## config.mk

```make
export PLATFORM = sky130hd
export DESIGN_NAME = dst_master
export DESIGN_NICKNAME = d
export VERILOG_FILES = /design/src/shared/dst_pkg.sv /design/src/dst_master.sv /design/src/dst_ser_rx.sv /design/src/dst_ser_tx.sv
export SDC_FILE = /design/constraint.sdc
export NUM_CORES = 1
export LEC_CHECK = 0
export ABC_CLOCK_PERIOD_IN_PS = 19400
export BUFFER_PORTS_ARGS = -buffer_cell sky130_fd_sc_hd__buf_2
export CAP_MARGIN = 5
export CORE_ASPECT_RATIO = 0.75
export CORE_UTILIZATION = 64
export CTS_BUF_LIST = sky130_fd_sc_hd__clkbuf_8
export DETAILED_ROUTE_END_ITERATION = 8
export PLACE_DENSITY = 0.91
export SLEW_MARGIN = 20
export SYNTH_ARGS = -nofsm -noshare
export SYNTH_HDL_FRONTEND = slang
export SYNTH_SLANG_ARGS = --single-unit
export TNS_END_PERCENT = 5
```

## constraint.sdc

```tcl
create_clock -name clk_sys -period 19.4 [get_ports clk_sys]
set_input_delay 0.97 -clock clk_sys [delete_from_list [all_inputs] [get_ports clk_sys]]
set_output_delay 0.97 -clock clk_sys [all_outputs]
set_load 0.05 [all_outputs]
```

## src/shared/dst_pkg.sv

```systemverilog
// Constants and types shared by the telegram bus master and its serial lanes
package dst_pkg;

  // ==========================================================================
  // Clock and line timing
  localparam int unsigned CLK_KHZ = 250000;
  localparam int unsigned DEF_BAUD = 9600;
  localparam int unsigned OVS = 16;
  localparam logic [15:0] BAUD_DIV_RST = 16'(CLK_KHZ * 1000 / (OVS * DEF_BAUD) - 1);
  localparam int unsigned RESP_TMO_MS = 20;
  localparam int unsigned RESP_TMO_CYC = RESP_TMO_MS * CLK_KHZ;
  localparam int unsigned CHAR_BITS = 11;
  localparam logic [3:0] OVS_MID = 4'h7;
  localparam logic [3:0] OVS_LAST = 4'hf;
  localparam logic [3:0] LAST_BIT = 4'ha;

  // ==========================================================================
  // Telegram layout
  localparam logic [7:0] STX_VAL = 8'h02;
  localparam logic [7:0] LEN_PROC = 8'h06;
  localparam logic [7:0] LEN_PARAM = 8'h0e;
  localparam logic [7:0] LEN_TEXT_FIX = 8'h0a;
  localparam logic [7:0] LEN_MIN = 8'h02;
  localparam logic [3:0] MAX_DATA = 4'hc;
  localparam logic [3:0] PROC_OFF = 4'h8;
  localparam logic [3:0] CMD_TEXT = 4'hf;
  localparam logic [7:0] TXT_RD_IDX = 8'h04;
  localparam logic [7:0] TXT_WR_IDX = 8'h05;
  localparam logic [7:0] ADR_LONG = 8'h80;
  localparam logic [7:0] ADR_SHORT_BC = 8'h20;

  // ==========================================================================
  // Register map of the master
  localparam logic [5:0] REG_CTRL = 6'h00;
  localparam logic [5:0] REG_BAUD = 6'h04;
  localparam logic [5:0] REG_TX0 = 6'h08;
  localparam logic [5:0] REG_TX1 = 6'h0c;
  localparam logic [5:0] REG_TX2 = 6'h10;
  localparam logic [5:0] REG_STAT = 6'h14;
  localparam logic [5:0] REG_RX0 = 6'h18;
  localparam logic [5:0] REG_RX1 = 6'h1c;
  localparam logic [5:0] REG_RX2 = 6'h20;
  localparam logic [5:0] REG_RXHDR = 6'h24;
  localparam int unsigned CTRL_GO = 0;
  localparam int unsigned CTRL_KIND = 1;
  localparam int unsigned CTRL_LONG = 3;
  localparam int unsigned CTRL_BCAST = 4;
  localparam int unsigned CTRL_TXTWR = 5;
  localparam int unsigned CTRL_NODE = 8;

  typedef enum logic [1:0] {
    KIND_PROC = 2'b00,
    KIND_PARAM = 2'b01,
    KIND_TEXT = 2'b10
  } dst_kind_t;

  typedef enum logic [1:0] {
    ST_IDLE = 2'b00,
    ST_SEND = 2'b01,
    ST_RECV = 2'b10
  } dst_state_t;

endpackage : dst_pkg

```

## src/dst_master.sv

```systemverilog
// Telegram bus master: AXI4-Lite register front end, framer and reply parser
// Summary of operation
// - Character is start, 8 data, parity, stop: 11 bit times
// - Parity makes ones in data plus parity even
// - Telegram opens with start marker 0x02
// - Then length, address, data bytes, check byte
// - Length is data count plus two: 6 or 14
// - Text telegram length is 10 plus text bytes; requests sent here are always 10 long and carry no text bytes
// - Short address: bit7 0, bit5 broadcast, else bits 4..0 node
// - Long address: bit7 1, bits 6..0 node, zero is broadcast
// - Check byte is XOR of telegram bytes from zero
// - Same three data layouts used in both directions
// - Process block: control then reference; reply status then frequency
// - Parameter block: id, index, value high, value low, process words
// - Id word: code in bits 15..12, number in 11..0
// - Value field two words; empty for reads, filled for writes
// - Text access uses code F, index high 4 read, 5 write
`timescale 1ns/1ps
module dst_master import dst_pkg::*; #(
  parameter int unsigned TMO_CYC = RESP_TMO_CYC
) (
  input wire logic clk_sys,
  input wire logic nrst,
  input wire logic [5:0] s_axi_awaddr,
  input wire logic s_axi_awvalid,
  output logic s_axi_awready,
  input wire logic [31:0] s_axi_wdata,
  input wire logic [3:0] s_axi_wstrb,
  input wire logic s_axi_wvalid,
  output logic s_axi_wready,
  output logic [1:0] s_axi_bresp,
  output logic s_axi_bvalid,
  input wire logic s_axi_bready,
  input wire logic [5:0] s_axi_araddr,
  input wire logic s_axi_arvalid,
  output logic s_axi_arready,
  output logic [31:0] s_axi_rdata,
  output logic [1:0] s_axi_rresp,
  output logic s_axi_rvalid,
  input wire logic s_axi_rready,
  output logic line_txd,
  output logic line_de,
  input wire logic line_rxd
);

  if (TMO_CYC < 2) begin : g_bad_tmo
    $error("TMO_CYC must be at least 2");
  end

  // ==========================================================================
  // Reset release
  logic [1:0] rst_s_q;
  logic rst_n;
  always_ff @(posedge clk_sys or negedge nrst) begin
    if (!nrst) begin
      rst_s_q <= 2'b00;
    end else begin
      rst_s_q <= {rst_s_q[0], 1'b1};
    end
  end
  assign rst_n = rst_s_q[1];

  // ==========================================================================
  // State
  typedef struct packed {
    logic [1:0] sy;
    logic [15:0] div;
    logic tick;
    logic awok;
    logic wok;
    logic [5:0] awa;
    logic [31:0] wd;
    logic [3:0] ws;
    logic bval;
    logic rval;
    logic [31:0] rd;
    dst_kind_t kind;
    logic longf;
    logic bcast;
    logic txtw;
    logic [6:0] node;
    logic [15:0] baud;
    logic [31:0] tx0;
    logic [31:0] tx1;
    logic [31:0] tx2;
    logic done;
    logic perr;
    logic cerr;
    logic tmo;
    logic aerr;
    dst_state_t st;
    logic [7:0] pos;
    logic [7:0] tp;
    logic [7:0] xr;
    logic go;
    logic [7:0] txb;
    logic [31:0] tmr;
    logic [7:0] radr;
    logic [7:0] rlen;
    logic [11:0][7:0] rb;
  } dst_main_t;

  dst_main_t q;
  dst_main_t d;

  logic tx_busy;
  logic rx_valid;
  logic [7:0] rx_data;
  logic rx_perr;

  // ==========================================================================
  // Helpers
  function automatic logic [31:0] lanes(input logic [31:0] old, input logic [31:0] nw,
                                         input logic [3:0] strb);
    logic [31:0] r;
    r = old;
    for (int i = 0; i < 4; i++) begin
      if (strb[i]) begin
        r[8*i +: 8] = nw[8*i +: 8];
      end
    end
    return r;
  endfunction : lanes

  function automatic logic [7:0] data_cnt(input dst_kind_t k);
    logic [7:0] n;
    unique case (k)
      KIND_PROC: n = LEN_PROC - LEN_MIN;
      KIND_TEXT: n = LEN_TEXT_FIX - LEN_MIN;
      default: n = LEN_PARAM - LEN_MIN;
    endcase
    return n;
  endfunction : data_cnt

  function automatic logic [7:0] addr_byte(input logic longf, input logic bc,
                                           input logic [6:0] node);
    logic [7:0] a;
    if (longf) begin
      a = bc ? ADR_LONG : (ADR_LONG | {1'b0, node});
    end else begin
      a = bc ? ADR_SHORT_BC : {3'b000, node[4:0]};
    end
    return a;
  endfunction : addr_byte

  // Data byte k of the request, big-endian words in block order
  function automatic logic [7:0] data_byte(input logic [3:0] k);
    logic [95:0] w;
    logic [7:0] b;
    w = {q.tx0, q.tx1, q.tx2};
    b = w[8'(95 - 8 * k) -: 8];
    if (q.kind == KIND_TEXT && k == 4'h0) begin
      b = {CMD_TEXT, b[3:0]};
    end
    if (q.kind == KIND_TEXT && k == 4'h2) begin
      b = q.txtw ? TXT_WR_IDX : TXT_RD_IDX;
    end
    return b;
  endfunction : data_byte

  function automatic logic [7:0] tx_byte(input logic [7:0] p);
    logic [7:0] n;
    logic [7:0] b;
    logic [3:0] k;
    n = data_cnt(q.kind);
    k = 4'(p - 8'h03) + ((q.kind == KIND_PROC) ? PROC_OFF : 4'h0);
    if (p == 8'h00) begin
      b = STX_VAL;
    end else if (p == 8'h01) begin
      b = n + LEN_MIN;
    end else if (p == 8'h02) begin
      b = addr_byte(q.longf, q.bcast, q.node);
    end else if (p < n + 8'h03) begin
      b = data_byte(k);
    end else begin
      b = q.xr;
    end
    return b;
  endfunction : tx_byte

  function automatic logic [31:0] rd_reg(input logic [5:0] a);
    logic [31:0] r;
    unique case (a)
      REG_CTRL: r = 32'({q.node, 2'b00, q.txtw, q.bcast, q.longf, q.kind, 1'b0});
      REG_BAUD: r = {16'h0000, q.baud};
      REG_TX0: r = q.tx0;
      REG_TX1: r = q.tx1;
      REG_TX2: r = q.tx2;
      REG_STAT: r = 32'({q.aerr, q.tmo, q.cerr, q.perr, q.done, q.st != ST_IDLE});
      REG_RX0: r = {q.rb[0], q.rb[1], q.rb[2], q.rb[3]};
      REG_RX1: r = {q.rb[4], q.rb[5], q.rb[6], q.rb[7]};
      REG_RX2: r = {q.rb[8], q.rb[9], q.rb[10], q.rb[11]};
      REG_RXHDR: r = {16'h0000, q.rlen, q.radr};
      default: r = '0;
    endcase
    return r;
  endfunction : rd_reg

  // ==========================================================================
  // Next state
  logic aw_rdy;
  logic w_rdy;
  logic [7:0] last_pos;
  logic [7:0] b;
  logic [3:0] k;
  logic [31:0] bw;
  assign aw_rdy = !q.awok && !q.bval;
  assign w_rdy = !q.wok && !q.bval;
  assign last_pos = data_cnt(q.kind) + 8'h03;

  always_comb begin
    d = q;
    bw = '0;
    b = tx_byte(q.pos);
    k = 4'(q.pos - 8'h03);
    d.go = 1'b0;
    d.tick = 1'b0;
    d.sy = {q.sy[0], line_rxd};
    if (q.div >= q.baud) begin
      d.div = '0;
      d.tick = 1'b1;
    end else begin
      d.div = q.div + 16'h0001;
    end
    // Register bus
    if (s_axi_awvalid && aw_rdy) begin
      d.awok = 1'b1;
      d.awa = s_axi_awaddr;
    end
    if (s_axi_wvalid && w_rdy) begin
      d.wok = 1'b1;
      d.wd = s_axi_wdata;
      d.ws = s_axi_wstrb;
    end
    if (q.bval && s_axi_bready) begin
      d.bval = 1'b0;
    end
    if (s_axi_arvalid && !q.rval) begin
      d.rval = 1'b1;
      d.rd = rd_reg(s_axi_araddr);
    end
    if (q.rval && s_axi_rready) begin
      d.rval = 1'b0;
    end
    // Configuration is frozen while a telegram is in flight
    if (q.awok && q.wok && !q.bval) begin
      d.awok = 1'b0;
      d.wok = 1'b0;
      d.bval = 1'b1;
      if (q.st == ST_IDLE) begin
        if (q.awa == REG_CTRL) begin
          d.node = q.ws[1] ? q.wd[CTRL_NODE +: 7] : q.node;
          if (q.ws[0]) begin
            d.kind = dst_kind_t'(q.wd[CTRL_KIND +: 2]);
            d.longf = q.wd[CTRL_LONG];
            d.bcast = q.wd[CTRL_BCAST];
            d.txtw = q.wd[CTRL_TXTWR];
            if (q.wd[CTRL_GO]) begin
              d.st = ST_SEND;
              d.pos = '0;
              d.xr = '0;
              d.done = 1'b0;
              d.perr = 1'b0;
              d.cerr = 1'b0;
              d.tmo = 1'b0;
              d.aerr = 1'b0;
            end
          end
        end
        if (q.awa == REG_BAUD) begin
          bw = lanes({16'h0000, q.baud}, q.wd, q.ws);
          d.baud = bw[15:0];
        end
        if (q.awa == REG_TX0) begin
          d.tx0 = lanes(q.tx0, q.wd, q.ws);
        end
        if (q.awa == REG_TX1) begin
          d.tx1 = lanes(q.tx1, q.wd, q.ws);
        end
        if (q.awa == REG_TX2) begin
          d.tx2 = lanes(q.tx2, q.wd, q.ws);
        end
      end
    end
    // Telegram engine
    unique case (q.st)
      ST_IDLE: begin
        d.tmr = '0;
      end
      ST_SEND: begin
        if (!tx_busy && !q.go) begin
          if (q.pos <= last_pos) begin
            d.go = 1'b1;
            d.txb = b;
            d.tp = q.pos;
            d.xr = q.xr ^ b;
            d.pos = q.pos + 8'h01;
          end else if (q.bcast) begin
            d.st = ST_IDLE;
            d.done = 1'b1;
          end else begin
            d.st = ST_RECV;
            d.pos = '0;
            d.xr = '0;
            d.tmr = '0;
          end
        end
      end
      ST_RECV: begin
        d.tmr = q.tmr + 32'h1;
        if (q.tmr >= TMO_CYC - 1) begin
          d.tmo = 1'b1;
          d.done = 1'b1;
          d.st = ST_IDLE;
        end
        if (rx_valid) begin
          d.tmr = '0;
          d.perr = q.perr | rx_perr;
          d.xr = q.xr ^ rx_data;
          d.pos = q.pos + 8'h01;
          if (q.pos == 8'h00) begin
            // Hunt for the start marker
            d.pos = (rx_data == STX_VAL) ? 8'h01 : 8'h00;
            d.xr = (rx_data == STX_VAL) ? rx_data : 8'h00;
          end else if (q.pos == 8'h01) begin
            d.rlen = rx_data;
            if (rx_data < LEN_MIN) begin
              d.cerr = 1'b1;
              d.done = 1'b1;
              d.st = ST_IDLE;
            end
          end else if (q.pos == 8'h02) begin
            d.radr = rx_data;
            d.aerr = rx_data != addr_byte(q.longf, q.bcast, q.node);
          end else if (q.pos == q.rlen + 8'h01) begin
            d.cerr = q.xr != rx_data;
            d.done = 1'b1;
            d.st = ST_IDLE;
          end else if (k < MAX_DATA) begin
            // Text beyond the buffer still enters the check
            d.rb[k] = rx_data;
          end
        end
      end
      default: begin
        d.st = ST_IDLE;
      end
    endcase
  end

  always_ff @(posedge clk_sys or negedge rst_n) begin
    if (!rst_n) begin
      q <= '0;
      q.sy <= 2'b11;
      q.baud <= BAUD_DIV_RST;
    end else begin
      q <= d;
    end
  end

  assign s_axi_awready = aw_rdy;
  assign s_axi_wready = w_rdy;
  assign s_axi_bvalid = q.bval;
  assign s_axi_bresp = 2'b00;
  assign s_axi_arready = !q.rval;
  assign s_axi_rvalid = q.rval;
  assign s_axi_rdata = q.rd;
  assign s_axi_rresp = 2'b00;

  // ==========================================================================
  // Serial lanes
  dst_ser_tx u_tx (
    .clk_sys(clk_sys),
    .rst_n(rst_n),
    .tick16(q.tick),
    .start(q.go),
    .data(q.txb),
    .ser(line_txd),
    .busy(tx_busy)
  );

  // Half duplex: the receiver listens only after our own request is out
  dst_ser_rx u_rx (
    .clk_sys(clk_sys),
    .rst_n(rst_n),
    .tick16(q.tick),
    .en(q.st == ST_RECV),
    .rxd(q.sy[1]),
    .valid(rx_valid),
    .data(rx_data),
    .perr(rx_perr)
  );

  assign line_de = tx_busy;
endmodule : dst_master

```

## src/dst_ser_rx.sv

```systemverilog
// Serial character receiver with 16x oversampling and parity check
`timescale 1ns/1ps
module dst_ser_rx import dst_pkg::*; (
  input wire logic clk_sys,
  input wire logic rst_n,
  input wire logic tick16,
  input wire logic en,
  input wire logic rxd,
  output logic valid,
  output logic [7:0] data,
  output logic perr
);

  typedef struct packed {
    logic act;
    logic prev;
    logic [3:0] sub;
    logic [3:0] bitn;
    logic [8:0] sh;
    logic valid;
    logic [7:0] data;
    logic perr;
  } dst_rx_t;

  dst_rx_t q;
  dst_rx_t d;

  // ==========================================================================
  // Sampler
  always_comb begin
    d = q;
    d.valid = 1'b0;
    if (tick16) begin
      d.prev = rxd;
      if (!q.act) begin
        if (en && q.prev && !rxd) begin
          d.act = 1'b1;
          d.sub = '0;
          d.bitn = '0;
        end
      end else begin
        d.sub = q.sub + 4'h1;
        if (q.sub == ((q.bitn == 4'h0) ? OVS_MID : OVS_LAST)) begin
          d.sub = '0;
          d.bitn = q.bitn + 4'h1;
          if (q.bitn == 4'h0) begin
            // Glitch shorter than half a bit is not a start
            d.act = !rxd;
          end else if (q.bitn == LAST_BIT) begin
            d.act = 1'b0;
            d.valid = 1'b1;
            d.data = q.sh[7:0];
            d.perr = (^q.sh) | !rxd;
          end else begin
            d.sh = {rxd, q.sh[8:1]};
          end
        end
      end
    end
  end

  always_ff @(posedge clk_sys or negedge rst_n) begin
    if (!rst_n) begin
      q <= '0;
    end else begin
      q <= d;
    end
  end

  assign valid = q.valid;
  assign data = q.data;
  assign perr = q.perr;

endmodule : dst_ser_rx

```

## src/dst_ser_tx.sv

```systemverilog
// Serial character transmitter: start, 8 data, even parity, stop
`timescale 1ns/1ps
module dst_ser_tx import dst_pkg::*; (
  input wire logic clk_sys,
  input wire logic rst_n,
  input wire logic tick16,
  input wire logic start,
  input wire logic [7:0] data,
  output logic ser,
  output logic busy
);

  typedef struct packed {
    logic busy;
    logic line;
    logic [10:0] sh;
    logic [3:0] bitn;
    logic [3:0] sub;
  } dst_tx_t;

  dst_tx_t q;
  dst_tx_t d;

  // ==========================================================================
  // Shifter
  always_comb begin
    d = q;
    if (!q.busy && start) begin
      d.busy = 1'b1;
      d.sh = {1'b1, ^data, data, 1'b0};
      d.bitn = '0;
      d.sub = '0;
    end else if (q.busy && tick16) begin
      d.sub = q.sub + 4'h1;
      if (q.sub == OVS_LAST) begin
        d.sh = {1'b1, q.sh[10:1]};
        d.bitn = q.bitn + 4'h1;
        if (q.bitn == LAST_BIT) begin
          d.busy = 1'b0;
        end
      end
    end
    d.line = d.busy ? d.sh[0] : 1'b1;
  end

  always_ff @(posedge clk_sys or negedge rst_n) begin
    if (!rst_n) begin
      q <= '0;
      q.line <= 1'b1;
    end else begin
      q <= d;
    end
  end

  assign ser = q.line;
  assign busy = q.busy;

  // ==========================================================================
  // Checks
  logic [8:0] n_tk;
  always_ff @(posedge clk_sys or negedge rst_n) begin
    if (!rst_n) begin
      n_tk <= '0;
    end else if (!q.busy && start) begin
      n_tk <= '0;
    end else if (q.busy && tick16) begin
      n_tk <= n_tk + 9'h001;
    end
  end
endmodule : dst_ser_tx

```

# Word-level counts from Yosys, hierarchy flattened
# Index checks and enable logic that the tools add are counted.
[op_classes]
n_addsub = 13
n_lt_le_gt_ge = 8
eq_ne = 31
shift = 1
muxes = 119
n_bitwise = 10
n_reduce_logical = 68
[ops]
columns = ["op", "count"]
rows = [
  ["$mux W96", 4],
  ["$pmux W32 S10", 1],
  ["$mux W8", 32],
  ["$mux W144", 1],
  ["$mux W112", 1],
  ["$shiftx A103 B9 Y8", 1],
  ["$bwmux W96", 1],
  ["$pmux W32 S3", 1],
  ["$mux W15", 6],
  ["$reduce_and A4 Y1", 18],
  ["$mux W67", 1],
  ["$mux W32", 2],
  ["$mux W19", 3],
  ["$mux W1", 35],
  ["$mux W33", 1],
  ["$add A32 B1 Y32 const B", 1],
  ["$demux W8 S4", 1],
  ["$ge A32 B23 Y1 const B", 1],
  ["$pmux W8 S2", 2],
  ["$eq A6 B5 Y1 const B", 5],
  ["$mux W10", 3],
  ["$mux W27", 1],
  ["$mux W9", 3],
  ["$eq A6 B4 Y1 const B", 4],
  ["53 further kinds", 121],
]
[totals]
regBits = 457
inputBits = 56
output_inout_bits = 43

# Logic depth before layout (Yosys ltp)
[depth]
word_depth = 15
mapped_depth = 14
depth_no_buf = 11

# Hierarchy
# From an unflattened synthesis, not the netlist that was laid out.
[hier_totals]
hier_cells = 2039
area_unflattened_um2 = 23342.4
[modules_own_cells]
columns = ["mod", "instances", "cells_each", "area_each_um2", "seq_area_each_um2"]
rows = [
  ["dst_master", 1, 1800, 20751.2, 9994.6],
  ["dst_ser_rx", 1, 126, 1455.1, 725.7],
  ["dst_ser_tx", 1, 113, 1136.1, 526.8],
]

# Least setup slack after synthesis
# No wires, ideal clock.
[synth_timing]
kind = "reg2reg"
start = "register q[169] (netlist name)"
end = "register q[156] (netlist name)"
setup_time_ns = 0.087
t_arrival_ns = 3.572
t_required_ns = 19.313
slack_ns = 15.742
stages_incl_launch_ff = 14
cell_sequence = "dfrtp_1 -> buf_2 -> buf_2 -> buf_2 -> inv_1 -> ha_1 -> buf_2 -> buf_2 -> buf_2 -> mux4_2 -> a221oi_2 -> a221oi_1 -> or4b_1 -> o211ai_1"
[synth_rtl]
columns = ["element", "line", "text"]
rows = [
  ["start, declared", "dst_master.sv:103", "dst_main_t q;"],
]

==> flow_summary.html <==
<table>
<tr><th>Metric</th><th>Value</th></tr>
<tr><th colspan="2">Run status</th></tr>
<tr><td>Run status</td><td>finished with violations</td></tr>
<tr><td>Failing checks</td><td>design-rule violations</td></tr>
<tr><th colspan="2">Yosys</th></tr>
<tr><td>Synth Cell Area</td><td>0.02281 mm2</td></tr>
<tr><td>Share of synthesized registers carrying an async set or reset</td><td>100.0%</td></tr>
<tr><td>Count of state elements after synthesis</td><td>449</td></tr>
<tr><td>Post-synthesis sequential area ratio</td><td>49.30%</td></tr>
<tr><td>Cell type with the highest aggregate area in the netlist</td><td>sky130_fd_sc_hd__dfrtp_1</td></tr>
<tr><td>Most common flop cell mapped by yosys</td><td>sky130_fd_sc_hd__dfrtp_1</td></tr>
<tr><td>Warnings, synthesis</td><td>0</td></tr>
<tr><td>Number of synthesized flops with an enable pin</td><td>0</td></tr>
<tr><td>Cells after Synth</td><td>2,006</td></tr>
<tr><td>Cell types occupying the most area after synthesis</td><td>sky130_fd_sc_hd__dfrtp_1, sky130_fd_sc_hd__mux2_2, sky130_fd_sc_hd__nand2_1</td></tr>
<tr><td>Mean instance size in the synthesized netlist</td><td>11.37 um2</td></tr>
<tr><td>Synth top area share</td><td>48.26%</td></tr>
<tr><td>Number of unique standard cell types used by synthesis</td><td>84</td></tr>
<tr><th colspan="2">Critical path</th></tr>
<tr><td>Maximum cell stage delay along the critical path</td><td>0.62 ns</td></tr>
<tr><td>Cells traversed along the worst timing path</td><td>buf_4 &gt; ha_1 &gt; xnor2_2 &gt; clkinv_1 &gt; ha_1 &gt; and4b_1 &gt; a2111oi_2 &gt; o311ai_0 &gt; a31oi_1 &gt; o2bb2ai_1 &gt; a221o_1</td></tr>
<tr><td>Top fanout value on the critical path</td><td>32</td></tr>
<tr><td>Reg-to-reg critical path endpoint</td><td>q[160]$_DFF_PN0_</td></tr>
<tr><td>Number of logic stages on the critical path including buffering</td><td>11</td></tr>
<tr><td>Type of the setup path with the least slack</td><td>register to register</td></tr>
<tr><td>Arrival time of the worst setup path</td><td>4.90 ns</td></tr>
<tr><td>Endpoint required time on the critical path</td><td>19.91 ns</td></tr>
<tr><td>Kind of capture point of the worst setup path</td><td>register</td></tr>
<tr><td>Critical register-to-register path startpoint</td><td>q[169]$_DFF_PN0_</td></tr>
<tr><td>Family of cells with the greatest summed delay on the critical path</td><td>compound AO/OA/AOI/OAI gates</td></tr>
<tr><td>R2R Setup Slk</td><td>15.01 ns</td></tr>
<tr><td>Reg2reg path depth</td><td>11</td></tr>
<tr><td>Buffers &amp; Inverters on Critical Path</td><td>2</td></tr>
<tr><td>Library cell contributing the largest single delay on the critical path</td><td>sky130_fd_sc_hd__clkinv_1</td></tr>
<tr><td>Most common cell type on the critical path</td><td>sky130_fd_sc_hd__ha_1</td></tr>
<tr><td>Startpoint type of the worst setup path</td><td>register</td></tr>
<tr><th colspan="2">Global routing</th></tr>
<tr><td>Overflow left after global routing</td><td>0</td></tr>
<tr><td>Wire length of the first global-routing pass</td><td>105.8 mm</td></tr>
<tr><td>Vias in the first global route</td><td>17,190</td></tr>
<tr><td>Pin count of the biggest net entering global routing</td><td>87</td></tr>
<tr><td>Global routing usage summed across all routing layers</td><td>39.83%</td></tr>
<tr><td>Number of antenna violations at the first check in global routing</td><td>2</td></tr>
<tr><th colspan="2">Routing</th></tr>
<tr><td>DRT iter0 DRCs</td><td>2,343</td></tr>
<tr><td>Overall via count from detail_route</td><td>18,000</td></tr>
<tr><td>Vias per inst</td><td>7.017</td></tr>
<tr><td>Routed WL</td><td>71.38 mm</td></tr>
<tr><td>Mean routed wirelength per cell</td><td>27.83 um</td></tr>
<tr><td>First-pass iteration count of the detailed router</td><td>9</td></tr>
<tr><td>Antenna-violating nets left</td><td>0</td></tr>
<tr><td>DRC</td><td>8</td></tr>
<tr><th colspan="2">Layout</th></tr>
<tr><td>Sequential Area</td><td>0.01125 mm2</td></tr>
<tr><td>Fraction of layout instances using a drive strength above 1</td><td>27.97%</td></tr>
<tr><td>Most frequent standard cell in the layout excluding fill and tap cells</td><td>sky130_fd_sc_hd__dfrtp_1</td></tr>
<tr><td>Layout Nets</td><td>2,152</td></tr>
<tr><td>Area used by multi-input combinational logic</td><td>0.01073 mm2</td></tr>
<tr><td>Commonest cells after routing, fill and taps aside</td><td>sky130_fd_sc_hd__dfrtp_1, sky130_fd_sc_hd__mux2_2, sky130_fd_sc_hd__nand2_1, sky130_fd_sc_hd__buf_2, sky130_fd_sc_hd__clkbuf_8</td></tr>
<tr><td>Layout fillers</td><td>2,387</td></tr>
<tr><td>Layout overhead on the synthesized area</td><td>9.005%</td></tr>
<tr><th colspan="2">Pwr</th></tr>
<tr><td>Power after layout</td><td>0.002911 W</td></tr>
<tr><td>Sequential share of power</td><td>48.0%</td></tr>
<tr><td>Total power density per cell area</td><td>117.0 mW/mm2</td></tr>
<tr><td>Power share of the clock group</td><td>28.2%</td></tr>
<tr><td>Combinational fraction of design power</td><td>23.8%</td></tr>
<tr><td>Standby leakage power</td><td>11.70 nW</td></tr>
<tr><td>Maximum resistive drop on vdd</td><td>152.9 uV</td></tr>
<tr><td>Switching power total</td><td>0.001067 W</td></tr>
<tr><td>Total internal power</td><td>0.001844 W</td></tr>
<tr><td>Switching portion of total power</td><td>36.65%</td></tr>
<tr><th colspan="2">Clock network</th></tr>
<tr><td>Number of buffers inserted during clock tree synthesis</td><td>69</td></tr>
<tr><td>TritonCTS clock tree</td><td>done</td></tr>
<tr><td>Number of hold buffers added after CTS</td><td>0</td></tr>
<tr><td># resized after CTS</td><td>0</td></tr>
<tr><td>Clock-pin slew on the worst setup and hold paths</td><td>0.06 ns</td></tr>
<tr><td>Sinks on the clock net</td><td>449</td></tr>
<tr><td>Post-CTS repair timing setup buffer count</td><td>0</td></tr>
<tr><td>Total number of H-tree levels</td><td>3</td></tr>
<tr><td>Max Root-Sink Buffers</td><td>3</td></tr>
<tr><td>Root Buffer</td><td>sky130_fd_sc_hd__clkbuf_8</td></tr>
<tr><td>Clock insertion delay at the later pin of the skew report</td><td>0.63 ns</td></tr>
<tr><th colspan="2">Hold path</th></tr>
<tr><td>Path class of the lowest-slack min-delay path</td><td>input port to async pin</td></tr>
<tr><th colspan="2">Run</th></tr>
<tr><td>Max Cap Viol</td><td>0</td></tr>
<tr><th colspan="2">Place</th></tr>
<tr><td>Count of buffers inserted at the top-level ports</td><td>94</td></tr>
<tr><td>DPL Wire Length</td><td>50.87 mm</td></tr>
<tr><td>Weighted congestion reported at the end of routability-driven placement</td><td>1.029</td></tr>
<tr><th colspan="2">Timing</th></tr>
<tr><td>Number of hold violations in the final report</td><td>0</td></tr>
<tr><td>Fmax</td><td>227.8 MHz</td></tr>
<tr><td>Slew at the pin with the worst max-slew slack</td><td>1.284 ns</td></tr>
<tr><td>Final critical path time including I/O delays and setup</td><td>4.390 ns</td></tr>
<tr><td>Setup-failing EPs final</td><td>0</td></tr>
<tr><td>Setup TNS Final</td><td>0 ns</td></tr>
<tr><td>Max-slew headroom at the worst pin</td><td>14.37%</td></tr>
<tr><td>Worst Clk Skew</td><td>0.03194 ns</td></tr>
<tr><td>RSZ-0062 raised after global routing</td><td>false</td></tr>
<tr><td>Post-route clock period utilization</td><td>22.63%</td></tr>
<tr><td>Fin. max-slew vios</td><td>0</td></tr>
<tr><th colspan="2">Floorplan</th></tr>
<tr><td>Ports placed on the boundary</td><td>99</td></tr>
<tr><td>Area of the die</td><td>0.03641 mm2</td></tr>
<tr><td>Effective utilization at floorplan</td><td>65.34%</td></tr>
<tr><td>Row count</td><td>59</td></tr>
<tr><td>Overall die height</td><td>165.5 um</td></tr>
<tr><td>CORE AREA</td><td>0.03492 mm2</td></tr>
<tr><td>Horizontal die dimension</td><td>220.0 um</td></tr>
</table>
worst reg2reg max path: stages, from the launching register on:
cell                        delay, ns
sky130_fd_sc_hd__dfrtp_1         0.36
sky130_fd_sc_hd__buf_4           0.27
sky130_fd_sc_hd__ha_1            0.40
sky130_fd_sc_hd__xnor2_2         0.47
sky130_fd_sc_hd__clkinv_1        0.62
sky130_fd_sc_hd__ha_1            0.43
sky130_fd_sc_hd__and4b_1         0.25
sky130_fd_sc_hd__a2111oi_2       0.50
sky130_fd_sc_hd__o311ai_0        0.25
sky130_fd_sc_hd__a31oi_1         0.31
sky130_fd_sc_hd__o2bb2ai_1       0.12
sky130_fd_sc_hd__a221o_1         0.30
synthesized netlist by cell type (6+ instances only):
master,count
sky130_fd_sc_hd__mux2_2,299
sky130_fd_sc_hd__clkbuf_1,91
sky130_fd_sc_hd__and3_1,36
sky130_fd_sc_hd__nand2_1,153
sky130_fd_sc_hd__nor4_1,13
sky130_fd_sc_hd__a22oi_1,21
sky130_fd_sc_hd__a221oi_1,11
sky130_fd_sc_hd__a22o_1,43
sky130_fd_sc_hd__a21oi_1,71
sky130_fd_sc_hd__buf_4,36
sky130_fd_sc_hd__dfrtp_1,440
sky130_fd_sc_hd__nor2b_1,9
sky130_fd_sc_hd__and2_1,10
sky130_fd_sc_hd__ha_1,41
sky130_fd_sc_hd__nand3b_1,8
sky130_fd_sc_hd__o22ai_1,8
sky130_fd_sc_hd__or3_1,12
sky130_fd_sc_hd__and4_1,7
sky130_fd_sc_hd__buf_2,12
sky130_fd_sc_hd__o21ai_0,80
sky130_fd_sc_hd__a211oi_1,20
sky130_fd_sc_hd__nor3_1,20
sky130_fd_sc_hd__nor2_1,83
sky130_fd_sc_hd__dfstp_2,9
sky130_fd_sc_hd__o31ai_1,20
sky130_fd_sc_hd__mux2i_1,19
sky130_fd_sc_hd__nand3_1,60
sky130_fd_sc_hd__xnor2_1,58
sky130_fd_sc_hd__a21o_1,27
sky130_fd_sc_hd__mux4_2,24
sky130_fd_sc_hd__nand2b_1,11
sky130_fd_sc_hd__inv_1,50
sky130_fd_sc_hd__buf_1,7
sky130_fd_sc_hd__o211ai_1,7
sky130_fd_sc_hd__a222oi_1,35
sky130_fd_sc_hd__or4_1,7
sky130_fd_sc_hd__a31oi_1,27
sky130_fd_sc_hd__a32oi_1,6
sky130_fd_sc_hd__xor2_1,18
sky130_fd_sc_hd__nand4_1,15
power groups by stage:
| stage | registers, W | logic [W] | clock network [W] |
|---|---|---|---|
| after global routing | 0.00140 | 0.000745 | 0.000865 |
| final | 0.00140 | 0.000693 | 0.000820 |
| after CTS | 0.00137 | 0.000681 | 0.000821 |
| after floorplan | 0.00125 | 0.000492 | 0 |
| after global placement | 0.00137 | 0.000647 | 0 |
| after detailed placement | 0.00139 | 0.000676 | 0 |
worst max path at each step:
stage | startpoint | end | slack (ns)
2_1_floorplan | rst_s_q[1]$_DFF_PN0_ | async pin | 5.97
3_3_place_gp | q[169]$_DFF_PN0_ | q[160]$_DFF_PN0_ | 15.17
6_report | q[169]$_DFF_PN0_ | q[160]$_DFF_PN0_ | 15.01
5_1_grt | q[169]$_DFF_PN0_ | q[160]$_DFF_PN0_ | 14.65
4_1_cts | q[169]$_DFF_PN0_ | q[160]$_DFF_PN0_ | 15.05
3_5_place_dp | q[169]$_DFF_PN0_ | q[160]$_DFF_PN0_ | 15.06
cells by family (layout without fill, tap and decap cells):
kind of cell	count (synthesis)	after routing	share of synthesized area (%)
muxes	342	342	17.96
and+or+nand+nor	478	478	10.60
AOI/OAI and AO/OA	418	418	12.91
xor gates and xnor gates	77	77	2.989
adders and majority gates	41	41	2.249
DFF	449	449	49.30
buffers and inverters	199	296	3.965
other	2	7	0.03292
metal layers:
| layer | global-route usage (%) | share of wire, % |
|---|---|---|
| met5 | 0 | 0 |
| met4 | 11.76 | 3.1 |
| met3 | 17.29 | 15 |
| met2 | 55.79 | 41 |
| met1 | 55.89 | 41 |
through the flow:
stage	utilization, %	hold slack (ns)	area (um2)	setup WS (ns)	instances
after global routing	71.21	0.1099	24860	14.65	2563
after CTS	71.14	0.1003	24840	15.05	2562
after floorplan	-	0.3312	22830	5.975	2009
after global placement	67.03	0.3414	23410	15.17	2440
final	71.22	0.1364	24870	15.01	2565
after detailed placement	67.05	0.3380	23410	15.06	2440
final cells by class:
class,count,share of cell area [%]
Inverter,52,0.7849
Clock buffer,89,4.926
Timing Repair Buffer,122,2.767
Multi-Input combinational cell,1361,43.14
Tap cell,457,2.299
Clock inverter,33,0.8201
Antenna cell,2,0.02012
Sequential cell,449,45.25
No activity file was read; power rests on OpenSTA's default activity.
